## config.mk

```make
export PLATFORM = sky130hd
export DESIGN_NAME = flash_poll_ctrl
export DESIGN_NICKNAME = d
export VERILOG_FILES = /design/src/hw/flash_poll_pkg.sv /design/src/hw/flash_poll_ctrl.sv
export SDC_FILE = /design/constraint.sdc
export NUM_CORES = 1
export LEC_CHECK = 0
export ABC_CLOCK_PERIOD_IN_PS = 3500
export BUFFER_PORTS_ARGS = -buffer_cell sky130_fd_sc_hd__buf_2
export CAP_MARGIN = 0
export CORE_MARGIN = 4
export CORE_UTILIZATION = 57
export DETAILED_ROUTE_END_ITERATION = 6
export GPL_ROUTABILITY_DRIVEN = 1
export GPL_TIMING_DRIVEN = 0
export MAX_ROUTING_LAYER = met4
export PLACE_DENSITY = 0.87
export SETUP_SLACK_MARGIN = 0.4
export SLEW_MARGIN = 25
export SYNTH_ARGS = -nofsm -noshare
export SYNTH_HDL_FRONTEND = slang
export SYNTH_SLANG_ARGS = --single-unit
```

## constraint.sdc

```tcl
create_clock -name pclk -period 3.5 [get_ports pclk]
set_input_delay 0.175 -clock pclk [delete_from_list [all_inputs] [get_ports pclk]]
set_output_delay 0.175 -clock pclk [all_outputs]
set_load 0.02 [all_outputs]
```

## src/hw/flash_poll_pkg.sv

```systemverilog
/*
  Package for the flash status polling controller: register map of the
  controller's own APB registers, field positions, status bit positions
  on the flash data bus and bus timing counts.
  Assumes a 100 MHz pclk and an external parallel flash whose busy bank
  returns write status on its data bits.
*/
package flash_poll_pkg;
  // Controller register offsets (byte addresses).
  localparam logic [7:0] CTRL_OFF = 8'h00;
  localparam logic [7:0] ADDR_OFF = 8'h04;
  localparam logic [7:0] WDATA_OFF = 8'h08;
  localparam logic [7:0] STATUS_OFF = 8'h0c;
  localparam logic [7:0] RDATA_OFF = 8'h10;
  // Control register fields.
  localparam int CTRL_GO_BIT = 0;
  localparam int CTRL_OP_LSB = 1;
  // Commands written to the control register operation field.
  localparam logic [1:0] OP_READ = 2'h0;
  localparam logic [1:0] OP_WRITE = 2'h1;
  localparam logic [1:0] OP_POLL = 2'h2;
  localparam logic [1:0] OP_ERASE_CHECK = 2'h3;
  // Status register fields.
  localparam int ST_BUSY_BIT = 0;
  localparam int ST_DONE_BIT = 1;
  localparam int ST_FAIL_BIT = 2;
  localparam int ST_ACTIVE_BIT = 3;
  localparam int ST_TIMER_BIT = 4;
  localparam int ST_RB_BIT = 5;
  localparam int ST_ERASING_BIT = 6;
  localparam int ST_SUSP_BIT = 7;
  // Status bit positions on the flash data bus.
  localparam int POLLING_BIT = 7;
  localparam int OP_TOGGLE_BIT = 6;
  localparam int TIMEOUT_BIT = 5;
  localparam int ERASE_TIMER_BIT = 3;
  localparam int ERASE_TOGGLE_BIT = 2;
  // Reset command data written to any address.
  localparam logic [7:0] RESET_CMD = 8'hf0;
  // Strobe timing: times in ns and derived cycle counts at 10 ns.
  localparam int CLK_NS = 10;
  localparam int STROBE_NS = 70;
  localparam int STROBE_CYC = (STROBE_NS + CLK_NS - 1) / CLK_NS;
  localparam int RECOVER_NS = 30;
  localparam int RECOVER_CYC = (RECOVER_NS + CLK_NS - 1) / CLK_NS;
  localparam int CNT_W = 4;
endpackage

```

## src/hw/flash_poll_ctrl.sv

```systemverilog
/*
  Host-side controller for a parallel flash that reports program and
  erase progress through status bits on its data bus. Software issues
  single reads, writes, toggle polls and erase timer checks over APB.
  Assumes the flash pins are asynchronous to pclk; all inputs from the
  flash pass two flip-flops before use. Data pins are two-way.
*/
`timescale 1ns/1ns
module flash_poll_ctrl
  import flash_poll_pkg::*;
#(
  parameter int ADDR_W = 19
) (
  input wire logic pclk,
  input wire logic presetn,
  input wire logic psel,
  input wire logic penable,
  input wire logic pwrite,
  input wire logic [7:0] paddr,
  input wire logic [31:0] pwdata,
  output logic [31:0] prdata,
  output logic pready,
  output logic pslverr,
  output logic [ADDR_W-1:0] flash_addr,
  output logic flash_ce_n,
  output logic flash_oe_n,
  output logic flash_we_n,
  input wire logic [7:0] flash_dq_in,
  output logic [7:0] flash_dq_out,
  output logic flash_dq_oe_n,
  input wire logic flash_ready_busy
);

  // Refuse address widths that the address register cannot hold.
  if (ADDR_W < 1 || ADDR_W > 32) begin : g_bad_width
    $error("ADDR_W must lie between 1 and 32");
  end

  // Sequencer states for one flash cycle or a toggle poll.
  typedef enum logic [3:0] {
    IDLE, RD_STROBE, RD_GAP, WR_STROBE, WR_GAP, EVAL, RST_STROBE, RST_GAP
  } seq_state_t;

  seq_state_t state_q, state_d;
  // Software-written target address and write data.
  logic [ADDR_W-1:0] addr_q;
  logic [7:0] wdata_q;
  // Operation being run and last completed read byte.
  logic [1:0] op_q;
  logic [7:0] rdata_q;
  // Bytes from the current poll: first and second read, and the read count.
  logic [7:0] first_q, second_q;
  logic [1:0] nreads_q;
  // Status flags reported to software.
  logic busy_q, done_q, fail_q, active_q, timer_q, erasing_q, susp_q;
  logic [CNT_W-1:0] cnt_q;
  // Two-stage synchronisers for the flash inputs.
  logic [7:0] dq_meta_q, dq_sync_q;
  logic rb_meta_q, rb_sync_q;

  // Synchronise the asynchronous flash pins before any logic reads them.
  always_ff @(posedge pclk or negedge presetn) begin
    if (!presetn) begin
      dq_meta_q <= 8'h00;
      dq_sync_q <= 8'h00;
      rb_meta_q <= 1'b1;
      rb_sync_q <= 1'b1;
    end else begin
      dq_meta_q <= flash_dq_in;
      dq_sync_q <= dq_meta_q;
      rb_meta_q <= flash_ready_busy;
      rb_sync_q <= rb_meta_q;
    end
  end

  // APB decode: access phase write and start strobe.
  // A transfer takes effect only at the edge where pready is seen high.
  wire apb_acc = psel && penable && pready;
  wire apb_wr = apb_acc && pwrite;
  wire go_wr = apb_wr && (paddr == CTRL_OFF) && pwdata[CTRL_GO_BIT] && !busy_q;
  wire unmapped = (paddr != CTRL_OFF) && (paddr != ADDR_OFF) && (paddr != WDATA_OFF)
    && (paddr != STATUS_OFF) && (paddr != RDATA_OFF);

  // Toggle comparisons between the stored reads of one poll.
  wire op_tog12 = first_q[OP_TOGGLE_BIT] != second_q[OP_TOGGLE_BIT];
  // The third byte is held in rdata_q; the live bus is released by then.
  wire op_tog23 = second_q[OP_TOGGLE_BIT] != rdata_q[OP_TOGGLE_BIT];
  wire er_tog12 = first_q[ERASE_TOGGLE_BIT] != second_q[ERASE_TOGGLE_BIT];
  wire strobe_end = cnt_q == CNT_W'(STROBE_CYC - 1);
  wire gap_end = cnt_q == CNT_W'(RECOVER_CYC - 1);

  // Next state of the flash cycle sequencer.
  always_comb begin
    state_d = state_q;
    case (state_q)
      IDLE: begin
        if (go_wr) begin
          state_d = (pwdata[CTRL_OP_LSB +: 2] == OP_WRITE) ? WR_STROBE : RD_STROBE;
        end
      end
      RD_STROBE: begin
        if (strobe_end) begin
          state_d = (op_q == OP_READ) ? IDLE : RD_GAP;
        end
      end
      RD_GAP: begin
        if (gap_end) begin
          // A quiet third read ends the poll as a success; a failed one is diverted below.
          state_d = (nreads_q == 2'd1) ? RD_STROBE : (nreads_q == 2'd3) ? IDLE : EVAL;
        end
      end
      WR_STROBE: begin
        if (strobe_end) begin
          state_d = WR_GAP;
        end
      end
      WR_GAP: begin
        if (gap_end) begin
          state_d = IDLE;
        end
      end
      EVAL: begin
        // A third read is taken when toggling persists with timeout high.
        if (op_q == OP_POLL && op_tog12 && second_q[TIMEOUT_BIT] && nreads_q == 2'd2) begin
          state_d = RD_STROBE;
        end else begin
          state_d = IDLE;
        end
      end
      RST_STROBE: begin
        if (strobe_end) begin
          state_d = RST_GAP;
        end
      end
      RST_GAP: begin
        if (gap_end) begin
          state_d = IDLE;
        end
      end
      default: state_d = IDLE;
    endcase
  end

  // Third read still toggling: failed operation needs the reset command.
  wire third_fail = (state_q == RD_GAP) && gap_end && nreads_q == 2'd3 && op_tog23;
  // State actually entered next; the pins follow it so the reset strobe is full length.
  seq_state_t state_n;
  assign state_n = third_fail ? RST_STROBE : state_d;

  // Sequencer state and strobe-phase counter.
  always_ff @(posedge pclk or negedge presetn) begin
    if (!presetn) begin
      state_q <= IDLE;
      cnt_q <= '0;
    end else begin
      state_q <= state_n;
      cnt_q <= (state_n != state_q) ? '0 : cnt_q + 1'b1;
    end
  end

  // Software registers, read counting and capture of status bytes.
  always_ff @(posedge pclk or negedge presetn) begin
    if (!presetn) begin
      addr_q <= '0;
      wdata_q <= 8'h00;
      op_q <= OP_READ;
      rdata_q <= 8'h00;
      first_q <= 8'h00;
      second_q <= 8'h00;
      nreads_q <= 2'd0;
    end else begin
      if (apb_wr && paddr == ADDR_OFF && !busy_q) begin
        addr_q <= pwdata[ADDR_W-1:0];
      end
      if (apb_wr && paddr == WDATA_OFF && !busy_q) begin
        wdata_q <= pwdata[7:0];
      end
      if (go_wr) begin
        op_q <= pwdata[CTRL_OP_LSB +: 2];
        nreads_q <= 2'd0;
      end
      // Sample the data bus at the end of each read strobe.
      if (state_q == RD_STROBE && strobe_end) begin
        rdata_q <= dq_sync_q;
        nreads_q <= nreads_q + 2'd1;
        if (nreads_q == 2'd0) begin
          first_q <= dq_sync_q;
        end else if (nreads_q == 2'd1) begin
          second_q <= dq_sync_q;
        end
      end
    end
  end

  // Outcome flags; a new start sets busy and clears done and fail, completion clears busy and sets done.
  always_ff @(posedge pclk or negedge presetn) begin
    if (!presetn) begin
      busy_q <= 1'b0;
      done_q <= 1'b0;
      fail_q <= 1'b0;
      active_q <= 1'b0;
      timer_q <= 1'b0;
      erasing_q <= 1'b0;
      susp_q <= 1'b0;
    end else begin
      if (go_wr) begin
        busy_q <= 1'b1;
        done_q <= 1'b0;
        fail_q <= 1'b0;
      end else if (state_q != IDLE && state_n == IDLE) begin
        busy_q <= 1'b0;
        done_q <= 1'b1;
      end
      if (state_q == EVAL) begin
        // Unchanged toggle means the operation finished.
        active_q <= op_tog12;
        // Optional check: software that paces its erases may never ask for it.
        timer_q <= second_q[ERASE_TIMER_BIT];
        erasing_q <= op_tog12 && er_tog12;
        susp_q <= !op_tog12 && er_tog12;
      end
      if (third_fail) begin
        fail_q <= 1'b1;
        active_q <= 1'b0;
      end else if (state_q == RD_GAP && gap_end && nreads_q == 2'd3) begin
        active_q <= 1'b0;
      end
    end
  end

  // Flash pin drive; strobes are active low and registered.
  always_ff @(posedge pclk or negedge presetn) begin
    if (!presetn) begin
      flash_addr <= '0;
      flash_ce_n <= 1'b1;
      flash_oe_n <= 1'b1;
      flash_we_n <= 1'b1;
      flash_dq_out <= 8'h00;
      flash_dq_oe_n <= 1'b1;
    end else begin
      flash_addr <= addr_q;
      flash_ce_n <= !(state_n == RD_STROBE || state_n == WR_STROBE || state_n == RST_STROBE);
      flash_oe_n <= state_n != RD_STROBE;
      flash_we_n <= !(state_n == WR_STROBE || state_n == RST_STROBE);
      flash_dq_out <= (state_n == RST_STROBE || state_n == RST_GAP) ? RESET_CMD : wdata_q;
      flash_dq_oe_n <= !(state_n == WR_STROBE || state_n == RST_STROBE);
    end
  end

  // Read data mux for the APB slave.
  wire [31:0] status_word = {24'h0, susp_q, erasing_q, rb_sync_q, timer_q,
    active_q, fail_q, done_q, busy_q};
  wire [31:0] rd_mux = (paddr == CTRL_OFF) ? {29'h0, op_q, 1'b0} :
    (paddr == ADDR_OFF) ? 32'(addr_q) :
    (paddr == WDATA_OFF) ? {24'h0, wdata_q} :
    (paddr == STATUS_OFF) ? status_word :
    (paddr == RDATA_OFF) ? {24'h0, rdata_q} : 32'h0;

  // APB answer: no wait state, so pready rises in the first access cycle.
  always_ff @(posedge pclk or negedge presetn) begin
    if (!presetn) begin
      pready <= 1'b0;
      pslverr <= 1'b0;
      prdata <= 32'h0;
    end else begin
      pready <= psel && !penable;
      pslverr <= psel && !penable && unmapped;
      prdata <= (psel && !penable && !pwrite) ? rd_mux : 32'h0;
    end
  end

  // Reset command goes out only after a confirmed third toggling read.
  a_reset_after_fail: assert property (@(posedge pclk) disable iff (!presetn)
    third_fail |=> state_q == RST_STROBE) else $error("reset command not issued");
  // Evaluation is reached only after at least two poll reads.
  a_two_reads: assert property (@(posedge pclk) disable iff (!presetn)
    (state_q == EVAL) |-> nreads_q >= 2'd2) else $error("poll judged on one read");
  // Active flag clears when no toggling seen on the evaluated pair.
  a_finish_flag: assert property (@(posedge pclk) disable iff (!presetn)
    (state_q == EVAL && !op_tog12) |=> !active_q) else $error("active after stop");
  // Output enable and write strobe never overlap.
  a_strobe_excl: assert property (@(posedge pclk) disable iff (!presetn)
    !(!flash_oe_n && !flash_we_n)) else $error("oe and we both low");
  // Timeout with toggling yields a third read.
  a_third_read: assert property (@(posedge pclk) disable iff (!presetn)
    (state_q == EVAL && op_q == OP_POLL && op_tog12 && second_q[TIMEOUT_BIT]
     && nreads_q == 2'd2) |=> state_q == RD_STROBE) else $error("no recheck");
  // A start restarts the read count.
  a_restart: assert property (@(posedge pclk) disable iff (!presetn)
    go_wr |=> nreads_q == 2'd0) else $error("poll not restarted");
  // Timer flag captured from the second read.
  a_timer_cap: assert property (@(posedge pclk) disable iff (!presetn)
    state_q == EVAL |=> timer_q == $past(second_q[ERASE_TIMER_BIT]))
    else $error("timer flag lost");
  // Reset command drives the data bus.
  a_reset_data: assert property (@(posedge pclk) disable iff (!presetn)
    state_q == RST_STROBE |-> !flash_dq_oe_n && flash_dq_out == RESET_CMD)
    else $error("reset data wrong");
  c_poll_done: cover property (@(posedge pclk) state_q == EVAL && !op_tog12);
  c_poll_fail: cover property (@(posedge pclk) third_fail);
  c_write: cover property (@(posedge pclk) state_q == WR_STROBE);
endmodule

```

======== Word level (Yosys, flattened, before mapping) ========
Index checks and enable logic that the tools add are counted.
storage, ports and cells
  register bits ........................... 137
  bits of input ports ..................... 54
  output and inout port bits .............. 65
  word-level logic and storage cells ...... 145
operators by class
  $add $sub $neg .......................... 2
  equality and inequality tests ........... 31
  muxes and demuxes ....................... 32
  bitwise logic cells ..................... 1
  reductions and logical operators ........ 51
operators by type and width
  cell                   number
  $mux W19               3
  $mux W4                8
  $mux W8                4
  $eq A4 B3 Y1 const B   7
  $pmux W4 S7            1
  $logic_and A1 B1 Y1    27
  $eq A4 B2 Y1 const B   4
  $eq A8 B4 Y1 const B   2
  $ne A8 B4 Y1 const B   2
  $mux W1                10
  $eq A4 B1 Y1 const B   2
  $eq A8 B3 Y1 const B   1
  $eq A8 B5 Y1 const B   1
  $logic_not A4 Y1       2
  $logic_not A8 Y1       1
  $mux W2                4
  $ne A8 B3 Y1 const B   1
  $ne A8 B5 Y1 const B   1
  $reduce_bool A8 Y1     1
  $eq A2 B2 Y1 const B   3
  $logic_not A1 Y1       6
  $mux W3                2
  $reduce_bool A2 Y1     3
  $add A4 B1 Y4 const B  1
  13 further kinds       20

======== Depth between registers and ports, before layout ========
Gate-level depths: netlist of the first run.
  word-level depth ........................ 13
  mapped depth ............................ 9
  depth with buffers taken out ............ 8

======== Least setup slack after synthesis of the first run ========
No wires, ideal clock.
  kind .................................... register to register
  start point ............................. register cnt_q[0]
  end point ............................... register busy_q
  setup time .............................. 0.143 ns
  data arrival time ....................... 2.124 ns
  data required time ...................... 3.357 ns
  path slack .............................. 1.233 ns
  cell stages (with the launch flop) ...... 10
  path buffers ............................ 1
  period minus slack after synthesis ...... 2.267 ns
  cell sequence ........................... dfrtp_1 -> inv_1 -> ha_1 -> or3b_1 -> a21oi_1 -> a211oi_1 -> or3_1 -> buf_6 -> nor4b_1 -> o21ai_0
on the way
  word-level cells in the longest chain between the ends .. 8
  elaborated cells on any way between the ends .. 15
  those cells by class .................... eq/ne (2); mux (7); reduce/logical (6)
RTL lines
  item                                                                 line                    text
  from (decl)                                                          flash_poll_ctrl.sv:56   logic [CNT_W-1:0] cnt_q;
  from (signal assigned)                                               flash_poll_ctrl.sv:157  cnt_q <= (state_n != state_q) ? '0 : cnt_q + 1'b1;
  parallel branches: the longest is 4 deep, another holds $pmux W4 S7  --
  $mux W4 (*)                                                          flash_poll_ctrl.sv:148  assign state_n = third_fail ? RST_STROBE : state_d;
  named net state_n[2]                                                 flash_poll_ctrl.sv:147  seq_state_t state_n;
  $logic_not A4 Y1 (*)                                                 flash_poll_ctrl.sv:210  end else if (state_q != IDLE && state_n == IDLE) begin
  $logic_and A1 B1 Y1 (*)                                              flash_poll_ctrl.sv:210
  $reduce_bool A2 Y1 (no source line) (*)                              --
  to (signal assigned)                                                 flash_poll_ctrl.sv:198  busy_q <= 1'b0;
  to (signal assigned)                                                 flash_poll_ctrl.sv:207  busy_q <= 1'b1;
  to (signal assigned)                                                 flash_poll_ctrl.sv:211  busy_q <= 1'b0;
  to (decl)                                                            flash_poll_ctrl.sv:55   logic busy_q, done_q, fail_q, active_q, timer_q, erasing_q, susp_q;
Mark *: on every way through the listed nets, which the timed path passes.
A chain may end at the register's enable or synchronous reset.

======== Worst setup path after layout of the first run ========
Ends and elaborated chain as after synthesis.

==> flow_metrics.tcl, run 1 <==
set metrics [dict create \
    synth.avg_cell_area_um2 12.88 \
    p_leak_nw 3.516 \
    drt_wl_total_um 11880 \
    placed_cells_incl_taps 611 \
    crit_fanout 5 \
    ys_types 60 \
    antenna_found_initial 0 \
    r2r_setup_slack_ps 850 \
    final_util_pct 77.25 \
    port_buffers 92 \
    netlist.top_cell.by_area "dfrtp_1" \
    max_slew.worst_pin.slew_ps 714.2 \
    endpoint_kind "flip-flop" \
    cts_tree "built" \
    grtUsageTotal_pct 24.78 \
    grt_start_max_net_pins 89 \
    cts_resized 0 \
    worstPathArrival_ps 3010 \
    max_stage_delay_ps 450 \
    grt_overflow 0 \
    clk_path_buf_depth 2 \
    fin_skew_ps 10.37 \
    die_h_um 102.7 \
    diodes 0 \
    crit_slowest_cell "nor4b_1" \
    synth_top_cell_area_share_pct 60.67 \
    fin_hold_ws_ps 39.57 \
    synthTopCellsByArea "dfrtp_1 (61%), mux2_2 (7.7%), nand2_1 (3.0%)" \
    post-cts-setup-buffers 0 \
    critPathLaunchType "flip-flop" \
    drtIter0Drc 264 \
    timing.critical_path.from "cnt_q[0]" \
    relSlewSlack_pct 52.21 \
    numCtsBuffers 17 \
    drc 0 \
    avgViaCountPerCell 5.418 \
    hold_buffers 32 \
    final_max_slew_viol_count 0 \
    cp_cell_sequence "inv_1 -> ha_1 -> or3b_1 -> a21oi_1 -> a211oi_1 -> or3_1 -> buf_6 -> nor4b_1 -> o21ai_0" \
    hold_violations 0 \
    tns_ps 0 \
    r2r-end "busy_q" \
    die_x_um 102.7 \
    num_rows 34 \
    die-area_mm2 0.01055 \
    hold_path.class "primary input to flip-flop" \
    layout-drive-gt1-share_pct 35.45 \
    grt_pass1_vias 3754 \
    wl_per_cell_um 17.60 \
    ios 119 \
    syn_inst 397 \
    hold_path_end "prdata[1]" \
    clk_pin_slew_worst_paths_ps 60 \
    synth_edf_count 0 \
    ff2ff_path_depth 9 \
    timing.rr.start "cnt_q[0]" \
    ys_seq_area_share_pct 63.23 \
    hpwl_um 7241 \
    ys_ff_latch 129 \
    root_buffer "clkbuf_8" \
    routed-via-count 3657 \
    cap_violations 0 \
    holdPathStages 4 \
    status "complete, no violations" \
    fin_crit_sh_pct 75.62 \
    finalSetupViolCount 0 \
    cts.sinks 129 \
    syn_area_mm2 0.005115 \
    htreeDepth 4 \
    synth_ff_type "dfrtp_1" \
    vdd_ir_drop_max_uv 305.1 \
    dr.pass1.iters 5 \
    finalNonFillerCells 675 \
    rsz0062_at_grt "false" \
    place.gp.congestion 1.021 \
    syn_to_final_growth_pct 31.70 \
    worstHoldStart "paddr[0]" \
    grt_pass1_wl_um 18940 \
    ys_warn_count 0 \
    fin_crit_ps 2647 \
    core_area_mm2 0.008721 \
    max_freq_mhz 377.9 \
    clkLatencyLatePin_ps 520 \
    ant_nets 0 \
    final_nets 615 \
    start_util_pct 58.65 \
    worstSetupPathType "flip-flop to flip-flop" \
    async_flop_share_pct 100.0 \
    p_per_area_mw_per_mm2 521.9 \
    cp.required_ps 3860 \
]
## registers in the layout, indices dropped and copies added (netlist names), 8 cells and up
register and flops:
addr_q 19, wdata_q 8, rdata_q 8, dq_meta_q 8, dq_sync_q 8, flash_addr 19
flash_dq_out 8, prdata 19
## cell usage in the layout, fill, tap and decap left out, types with 3 or more instances in the layout
master,n
ha_1,7
inv_1,16
nand2_1,41
inv_6,4
nand2b_1,5
a21o_1,3
and2_1,16
a221o_1,3
nor2_1,9
nor4_1,4
clkbuf_1,7
bufinv_16,3
conb_1,14
buf_2,94
o21ai_0,10
a22oi_1,6
buf_6,3
or3_1,5
o211ai_1,4
or4_1,3
xor2_1,3
clkbuf_16,16
buf_4,14
nor3_1,7
nand3_1,6
nor2b_1,3
a21oi_1,14
mux2_2,35
inv_8,3
dlygate4sd3_1,32
dfstp_2,5
dfrtp_1,124
## Yosys cell counts (3+ instances only)
cell type and count:
o21ai_0 10, clkbuf_1 7, dfrtp_1 124, nand2_1 41
mux2_2 35, a21o_1 3, buf_6 3, o211ai_1 4
or4_1 3, and2_1 16, nor2b_1 3, nor2_1 9
buf_4 14, ha_1 7, a22oi_1 6, a221o_1 3
dfstp_2 5, nand3_1 6, a21oi_1 14, or3_1 5
nor4_1 4, xor2_1 3, nor3_1 7, buf_2 3
inv_1 16, nand2b_1 5
## power breakdown
group | total, mW | internal [mW] | switching (mW) | leakage [nW]
clock network | 1.84 | 1.13 | 0.710 | 0.299
logic | 0.157 | 0.0699 | 0.0869 | 1.49
registers | 1.52 | 1.51 | 0.00836 | 1.73
## how the worst max path moves through the flow
stage	slack, ps	endpoint
2_1_floorplan	1230	busy_q
3_3_place_gp	750	flash_addr[3]
3_5_place_dp	900	busy_q
4_1_cts	860	busy_q
5_1_grt	650	busy_q
6_report	850	busy_q
## final cells by class
cell class / instances / area [µm²]
fillers: 463 / 1984
well taps: 108 / 135.1
clock inverters: 14 / 191.4
clock buffers: 18 / 427.9
repair buffers: 125 / 818.3
plain buffers: 27 / 180.2
flip-flops and latches: 129 / 3234
inverters: 16 / 60.06
multi-input cells: 238 / 1689
## layer usage
metal,track usage [%],part of all wire [%],wire (µm)
met1,28.97,37,4434
met2,39.62,52,6180
met5,-,0,0
met3,6.292,7.0,828
met4,13.05,3.6,433
## through the flow
step	total power [mW]	worst slack, ps	area, µm²
after floorplan	1.600	1233	5164
after global placement	1.663	746.9	5759
after detailed placement	1.672	904.3	5797
after CTS	3.526	861.1	6736
after global routing	3.628	650.6	6736
final	3.516	853.5	6736
## cells by family (layout without fill, tap and decap cells)
family | after synthesis | in the layout | synth area share [%]
compound gates | 53 | 53 | 6.996
xor+xnor | 6 | 6 | 1.395
fa+ha+maj | 7 | 7 | 1.712
buf+inv | 43 | 200 | 4.697
flops | 129 | 129 | 63.23
mux | 35 | 35 | 7.706
other cells | 1 | 14 | 0.07332
simple gates | 123 | 123 | 14.19
## critical path: cells and delay by family (launching register included)
| kind | cells | cell delay, ps |
|---|---|---|
| AND/OR/NAND/NOR | 3 | 1260 |
| flip-flops | 1 | 410 |
| buffers and inverters | 2 | 230 |
| adder cells (fa/ha/maj) | 1 | 200 |
| AO/OA/AOI/OAI | 3 | 400 |
Note: power is estimated with default switching activity, not from simulation.
==> run 2: changes to the inputs <==
--- a/config.mk
+++ b/config.mk
@@ -5,16 +5,17 @@
 export SDC_FILE = /design/constraint.sdc
 export NUM_CORES = 1
 export LEC_CHECK = 0
-export ABC_CLOCK_PERIOD_IN_PS = 3500
+export ABC_AREA = 1
+export ABC_CLOCK_PERIOD_IN_PS = 2100
 export BUFFER_PORTS_ARGS = -buffer_cell sky130_fd_sc_hd__buf_2
 export CAP_MARGIN = 0
 export CORE_MARGIN = 4
-export CORE_UTILIZATION = 57
+export CORE_UTILIZATION = 49
 export DETAILED_ROUTE_END_ITERATION = 6
 export GPL_ROUTABILITY_DRIVEN = 1
 export GPL_TIMING_DRIVEN = 0
 export MAX_ROUTING_LAYER = met4
-export PLACE_DENSITY = 0.87
+export PLACE_DENSITY = 0.79
 export SETUP_SLACK_MARGIN = 0.4
 export SLEW_MARGIN = 25
 export SYNTH_ARGS = -nofsm -noshare
==> constraint.sdc (replaced) <==
create_clock -name pclk -period 2.1 [get_ports pclk]
set_input_delay 0.105 -clock pclk [delete_from_list [all_inputs] [get_ports pclk]]
set_output_delay 0.105 -clock pclk [all_outputs]
set_load 0.02 [all_outputs]
==> flow_metrics.tcl, run 2 <==
set metrics [dict create \
    dr.pass1.iters 4 \
    htreeDepth 4 \
    finalSetupViolCount 0 \
    grt_start_max_net_pins 73 \
    ys_warn_count 0 \
    finalPower_mw 5.934 \
    cts.sinks 129 \
    final_util_pct 69.36 \
    synth_edf_count 0 \
    reg_top3 "addr_q (19), flash_addr (19), prdata (19)" \
    final_nets 755 \
    fin_area_mm2 0.007257 \
    grtUsageTotal_pct 21.01 \
    r2r_setup_slack_ps 340 \
    fin_crit_ps 1756 \
    clk_path_buf_depth 2 \
    worstSetupPathType "flip-flop to flip-flop" \
    yosysMostFrequentCell "dfrtp_1" \
    ys_ff_latch 129 \
    rsz0062_at_grt "true" \
    grt_pass1_wl_um 20460 \
    clk_pin_slew_worst_paths_ps 60 \
    ys_seq_area_share_pct 60.54 \
    fin_skew_ps 14.06 \
    synth_adder_area_share_pct 1.639 \
    diodes 0 \
    async_flop_share_pct 100.0 \
    port_buffers 92 \
    antenna_found_initial 0 \
    drtIter0Drc 244 \
    synth_ff_type "dfrtp_1" \
    place.gp.congestion 0.8956 \
    synthSimpleGateAreaFrac_pct 18.62 \
    ios 119 \
    synth_mux_area_share_pct 4.637 \
    mostFrequentLayoutCell "dfrtp_1" \
    clkLatencyLatePin_ps 530 \
    die_x_um 112.4 \
    synth_top_family_by_area "simple AND/OR/NAND/NOR gates" \
    syn_inst 527 \
    syn_area_mm2 0.005343 \
    critPathLaunchType "flip-flop" \
    tns_ps 0 \
    die_h_um 112.4 \
    synth_compound_area_share_pct 6.042 \
    synthTopCellsByCount "dfrtp_1 (124), nand2_1 (113), inv_1 (66)" \
    wl_per_cell_um 14.86 \
    num_rows 37 \
    max_freq_mhz 569.3 \
    grt_overflow 0 \
    fin_crit_sh_pct 83.64 \
    endpoint_kind "flip-flop" \
    vdd_ir_drop_max_uv 545.6 \
    drt_wl_total_um 12520 \
    worstPathArrival_ps 2220 \
    syn_to_final_growth_pct 35.83 \
    avgViaCountPerCell 4.872 \
    crit_fanout 7 \
    hpwl_um 8064 \
    core_area_mm2 0.01046 \
    cts_tree "built" \
    start_util_pct 51.06 \
    hold_violations 0 \
    synth.avg_cell_area_um2 10.14 \
    mostFrequentLayoutCells "dfrtp_1 (121), nand2_1 (101), buf_2 (94)" \
    cp.required_ps 2560 \
    synth_top_cell_area_share_pct 58.08 \
    drc 0 \
    hold_path.class "primary input to flip-flop" \
    netlist.top_cell.by_area "dfrtp_1" \
    p_leak_nw 3.829 \
    ys_types 36 \
    grt_pass1_vias 4192 \
    status "complete, no violations" \
    p_per_area_mw_per_mm2 817.6 \
    ant_nets 0 \
    cap_violations 0 \
    final_max_slew_viol_count 0 \
    die-area_mm2 0.01264 \
    max_slew.worst_pin.slew_ps 497.2 \
    synthXorXnorAreaFrac_pct 0.6557 \
    relSlewSlack_pct 66.73 \
    synthTopCellsByArea "dfrtp_1 (58%), nand2_1 (7.9%), inv_1 (4.6%)" \
    post_dp_cell_area_mm2 0.006060 \
    layout-drive-gt1-share_pct 34.51 \
    numCtsBuffers 17 \
    root_buffer "clkbuf_8" \
    routed-via-count 4107 \
]
[run 2: area by class of cell]
type | instances | area (µm²)
sequential | 129 | 3238
clock buffer | 21 | 459.2
timing repair buffer | 135 | 894.6
buffer | 21 | 153.9
clock inverter | 11 | 176.4
multi-input combinational | 320 | 1897
tap | 136 | 170.2
fill | 736 | 3206
inverter | 70 | 267.8
[run 2: cells by family after synthesis]
logic type | after synthesis
adders and majority gates | 7
xor gates and xnor gates | 4
and+or+nand+nor | 218
AOI/OAI and AO/OA | 60
buffers and inverters | 91
other | 1
muxes | 17
DFF | 129
[run 2: final timing paths]
path	startpoint	endpoint	cells after the start
setup reg to reg	state_q[1]	flash_dq_out[7]	11
min in group asynchronous	presetn	flash_addr[14]	2
hold reg to reg	dq_meta_q[1]	dq_sync_q[1]	0
setup / recovery	state_q[1]	flash_dq_out[7]	11
hold / removal	pwdata[0]	busy_q	5
max in group asynchronous	presetn	rb_meta_q	3
[run 2: timing repair]
| item | CTS | global route |
|---|---|---|
| pin swaps | 3 | 13 |
| endpoints found under the hold margin | 164 | 0 |
| gates resized for setup | 16 | 37 |
| setup endpoints to repair | 29 | 17 |
| hold buffers | 31 | 0 |
| buffers inserted | 4 | 7 |
| gates cloned | 0 | 0 |
[run 2: critical path: stages, from the launching register on]
cell and delay [ps]:
dfrtp_2 450, inv_2 120, nand2_1 130, nor2_2 210
nand2_4 90, nand3_2 100, nand2_1 80, nand3_2 100
nor2_4 60, nor2_4 200, inv_4 90, nand2_2 70
[run 2: per-stage QoR]
stage	worst slack, ps	std cells	hold WS [ps]
final	343.6	843	51.07
after global routing	222.1	843	66.14
after CTS	407.2	836	15.40
after detailed placement	158.3	769	51.95
after global placement	-591.0	768	213.4
after floorplan	488.9	540	-190.6
[run 2: layer usage]
layer | GRT usage (%) | wire length (µm)
met1 | 24.19 | 5135
met2 | 34.72 | 6389
met3 | 5.660 | 633
met4 | 9.054 | 366
met5 | - | 0
[run 2: power by group]
| group | leakage, nW | total (mW) | internal (mW) | switching (mW) |
|---|---|---|---|---|
| registers | 1.64 | 2.53 | 2.52 | 0.0157 |
| logic | 1.88 | 0.278 | 0.123 | 0.155 |
| clock network | 0.309 | 3.12 | 2.03 | 1.09 |
| total | 3.83 | 5.93 | 4.68 | 1.26 |
==> run 3: changes to the inputs <==
--- a/config.mk
+++ b/config.mk
@@ -6,7 +6,7 @@
 export NUM_CORES = 1
 export LEC_CHECK = 0
 export ABC_AREA = 1
-export ABC_CLOCK_PERIOD_IN_PS = 2100
+export ABC_CLOCK_PERIOD_IN_PS = 1500
 export BUFFER_PORTS_ARGS = -buffer_cell sky130_fd_sc_hd__buf_2
 export CAP_MARGIN = 0
 export CORE_MARGIN = 4
==> constraint.sdc (replaced) <==
create_clock -name pclk -period 1.5 [get_ports pclk]
set_input_delay 0.075 -clock pclk [delete_from_list [all_inputs] [get_ports pclk]]
set_output_delay 0.075 -clock pclk [all_outputs]
set_load 0.02 [all_outputs]
==> flow_metrics.tcl, run 3 (synthesis results as in run 2) <==
set metrics [dict create \
    avgViaCountPerCell 5.249 \
    clkLatencyLatePin_ps 530 \
    seq_area_mm2 0.003239 \
    finalNonFillerCells 869 \
    core_area_mm2 0.01046 \
    grtUsageTotal_pct 24.89 \
    root_buffer "clkbuf_8" \
    multi_input_area_mm2 0.002175 \
    drc 0 \
    num_rows 37 \
    mostFrequentLayoutCell "dfrtp_1" \
    relSlewSlack_pct 64.17 \
    mostFrequentLayoutCells "dfrtp_1 (120), nand2_1 (86), buf_6 (67)" \
    start_util_pct 51.06 \
    critPathLaunchType "flip-flop" \
    antenna_found_initial 0 \
    cap_violations 0 \
    ios 119 \
    p_switching_mw 1.824 \
    syn_to_final_growth_pct 53.89 \
    crit_fanout 6 \
    final_nets 782 \
    wl_per_cell_um 18.05 \
    max_freq_mhz 573.9 \
    hpwl_um 8196 \
    r2r-end "flash_dq_out[6]" \
    fin_hold_ws_ps 39.11 \
    cts_tree "built" \
    reg_top3 "addr_q (19), flash_addr (19), prdata (19)" \
    die_h_um 112.4 \
    fin_skew_ps 8.966 \
    clk_pin_slew_worst_paths_ps 60 \
    routed-via-count 4561 \
    fin_crit_ps 1742 \
    hold_path_end "busy_q" \
    p_per_area_mw_per_mm2 1028 \
    endpoint_kind "flip-flop" \
    worstPathArrival_ps 2200 \
    grt_pass1_vias 4619 \
    worstSetupPathType "flip-flop to flip-flop" \
    vdd_ir_drop_max_uv 845.8 \
    seq_power_share_pct 42.1 \
    grt_overflow 0 \
    diodes 0 \
    port_buffers 92 \
    drt_wl_total_um 15690 \
    grt_pass1_wl_um 23840 \
    clk_path_buf_depth 2 \
    holdPathStages 5 \
    internal_power_mw 6.625 \
    status "finished, violations left" \
    combinationalPowerShare_pct 5.1 \
    ant_nets 0 \
    cp.required_ps 1960 \
    hold_violations 0 \
    placed_cells_incl_taps 769 \
    max_slew.worst_pin.slew_ps 535.4 \
    place.gp.congestion 0.8683 \
    final_max_slew_viol_count 0 \
    r2r_setup_slack_ps -240 \
    die-area_mm2 0.01264 \
    rsz0062_at_grt "true" \
    p_leak_nw 4.178 \
    hold_path.class "primary input to flip-flop" \
    htreeDepth 4 \
    drtIter0Drc 391 \
    fill_cells 533 \
    die_x_um 112.4 \
    finalSetupViolCount 27 \
    tns_ps -3744 \
    worstHoldStart "pwdata[0]" \
    switching_share_pct 21.59 \
    grt_start_max_net_pins 75 \
    worst_slack_ps -242.3 \
    layout-drive-gt1-share_pct 44.07 \
    violations "setup timing" \
    ff2ff_path_depth 10 \
    fin_crit_sh_pct 116.2 \
    dr.pass1.iters 5 \
    p_clk_share_pct 52.9 \
    numCtsBuffers 17 \
    cts.sinks 129 \
    timing.rr.start "cnt_q[0]" \
]
[run 3: cell types whose count changed in the layout (fill, tap and decap cells not counted), moves of 7 or more]
cell / previous run / this run
buf_6: 3 / 67
buf_2: 94 / 41
o21ai_0: 41 / 17
nand2_1: 101 / 86
o21ai_2: 1 / 15
inv_1: 63 / 52
buf_4: 25 / 35
nand2_4: 4 / 12
o21ai_1: 0 / 8
inv_2: 5 / 12
[run 3: cell type report]
| type | instances | area share (%) |
|---|---|---|
| clock inverters | 12 | 2.511 |
| repair inverters | 1 | 0.09131 |
| well taps | 136 | 2.070 |
| flip-flops and latches | 129 | 39.40 |
| inverters | 70 | 3.424 |
| clock buffers | 19 | 5.250 |
| plain buffers | 21 | 2.374 |
| repair buffers | 161 | 18.43 |
| multi-input cells | 320 | 26.45 |
[run 3: per-layer routing]
layer  share of wire, %  GRT usage (%)  vias to the layer above
met2                 53          41.91                      239
met1                 38          28.55                     2230
met5                  0              -                        -
met3                5.6          4.798                       64
li1                   -              -                     2028
met4                3.7          12.26                        0
[run 3: how the worst max path moves through the flow]
| stage | start | endpoint | slack, ps | cells past startpoint |
|---|---|---|---|---|
| floorplan | cnt_q[0] | flash_dq_out[4] | -20 | 12 |
| global placement | presetn | pready | -1380 | 1 |
| detailed placement | state_q[3] | flash_dq_out[6] | -380 | 11 |
| CTS | cnt_q[0] | cnt_q[3] | -160 | 10 |
| global route | cnt_q[1] | cnt_q[2] | -320 | 12 |
| finish | cnt_q[0] | flash_dq_out[6] | -240 | 10 |
[run 3: power groups by stage]
stage / clock (mW) / sequential [mW] / combinational, mW
floorplan: 0 / 3.61 / 0.139
global placement: 0 / 3.61 / 0.293
detailed placement: 0 / 3.61 / 0.314
CTS: 4.47 / 3.55 / 0.403
global route: 4.65 / 3.56 / 0.469
finish: 4.47 / 3.55 / 0.429
[run 3: per-stage QoR]
stage / area, µm² / util, % / worst slack, ps / total power, mW
floorplan: 5464 / - / -17.71 / 3.753
global placement: 6095 / 58.25 / -1381 / 3.902
detailed placement: 6132 / 58.61 / -377.2 / 3.924
CTS: 7884 / 75.35 / -159.6 / 8.423
global route: 8222 / 78.58 / -315.6 / 8.673
finish: 8222 / 78.58 / -242.3 / 8.449
[run 3: what timing repair did]
item | CTS | global route
hold endpoints to repair | 165 | 0
gates resized for setup | 188 | 68
hold buffers | 30 | 0
pin swaps | 28 | 25
gates cloned | 2 | 2
setup endpoints to repair | 122 | 139
setup buffers | 23 | 12
[run 3: worst max-delay path, stage by stage, from the launching register on]
cell and delay [ps]:
dfrtp_1 390, inv_2 70, ha_4 150, nand3_4 100, nor2_4 190, nand3_4 150
nand3_4 180, inv_4 60, nor2_4 190, inv_2 100, nand2_2 80
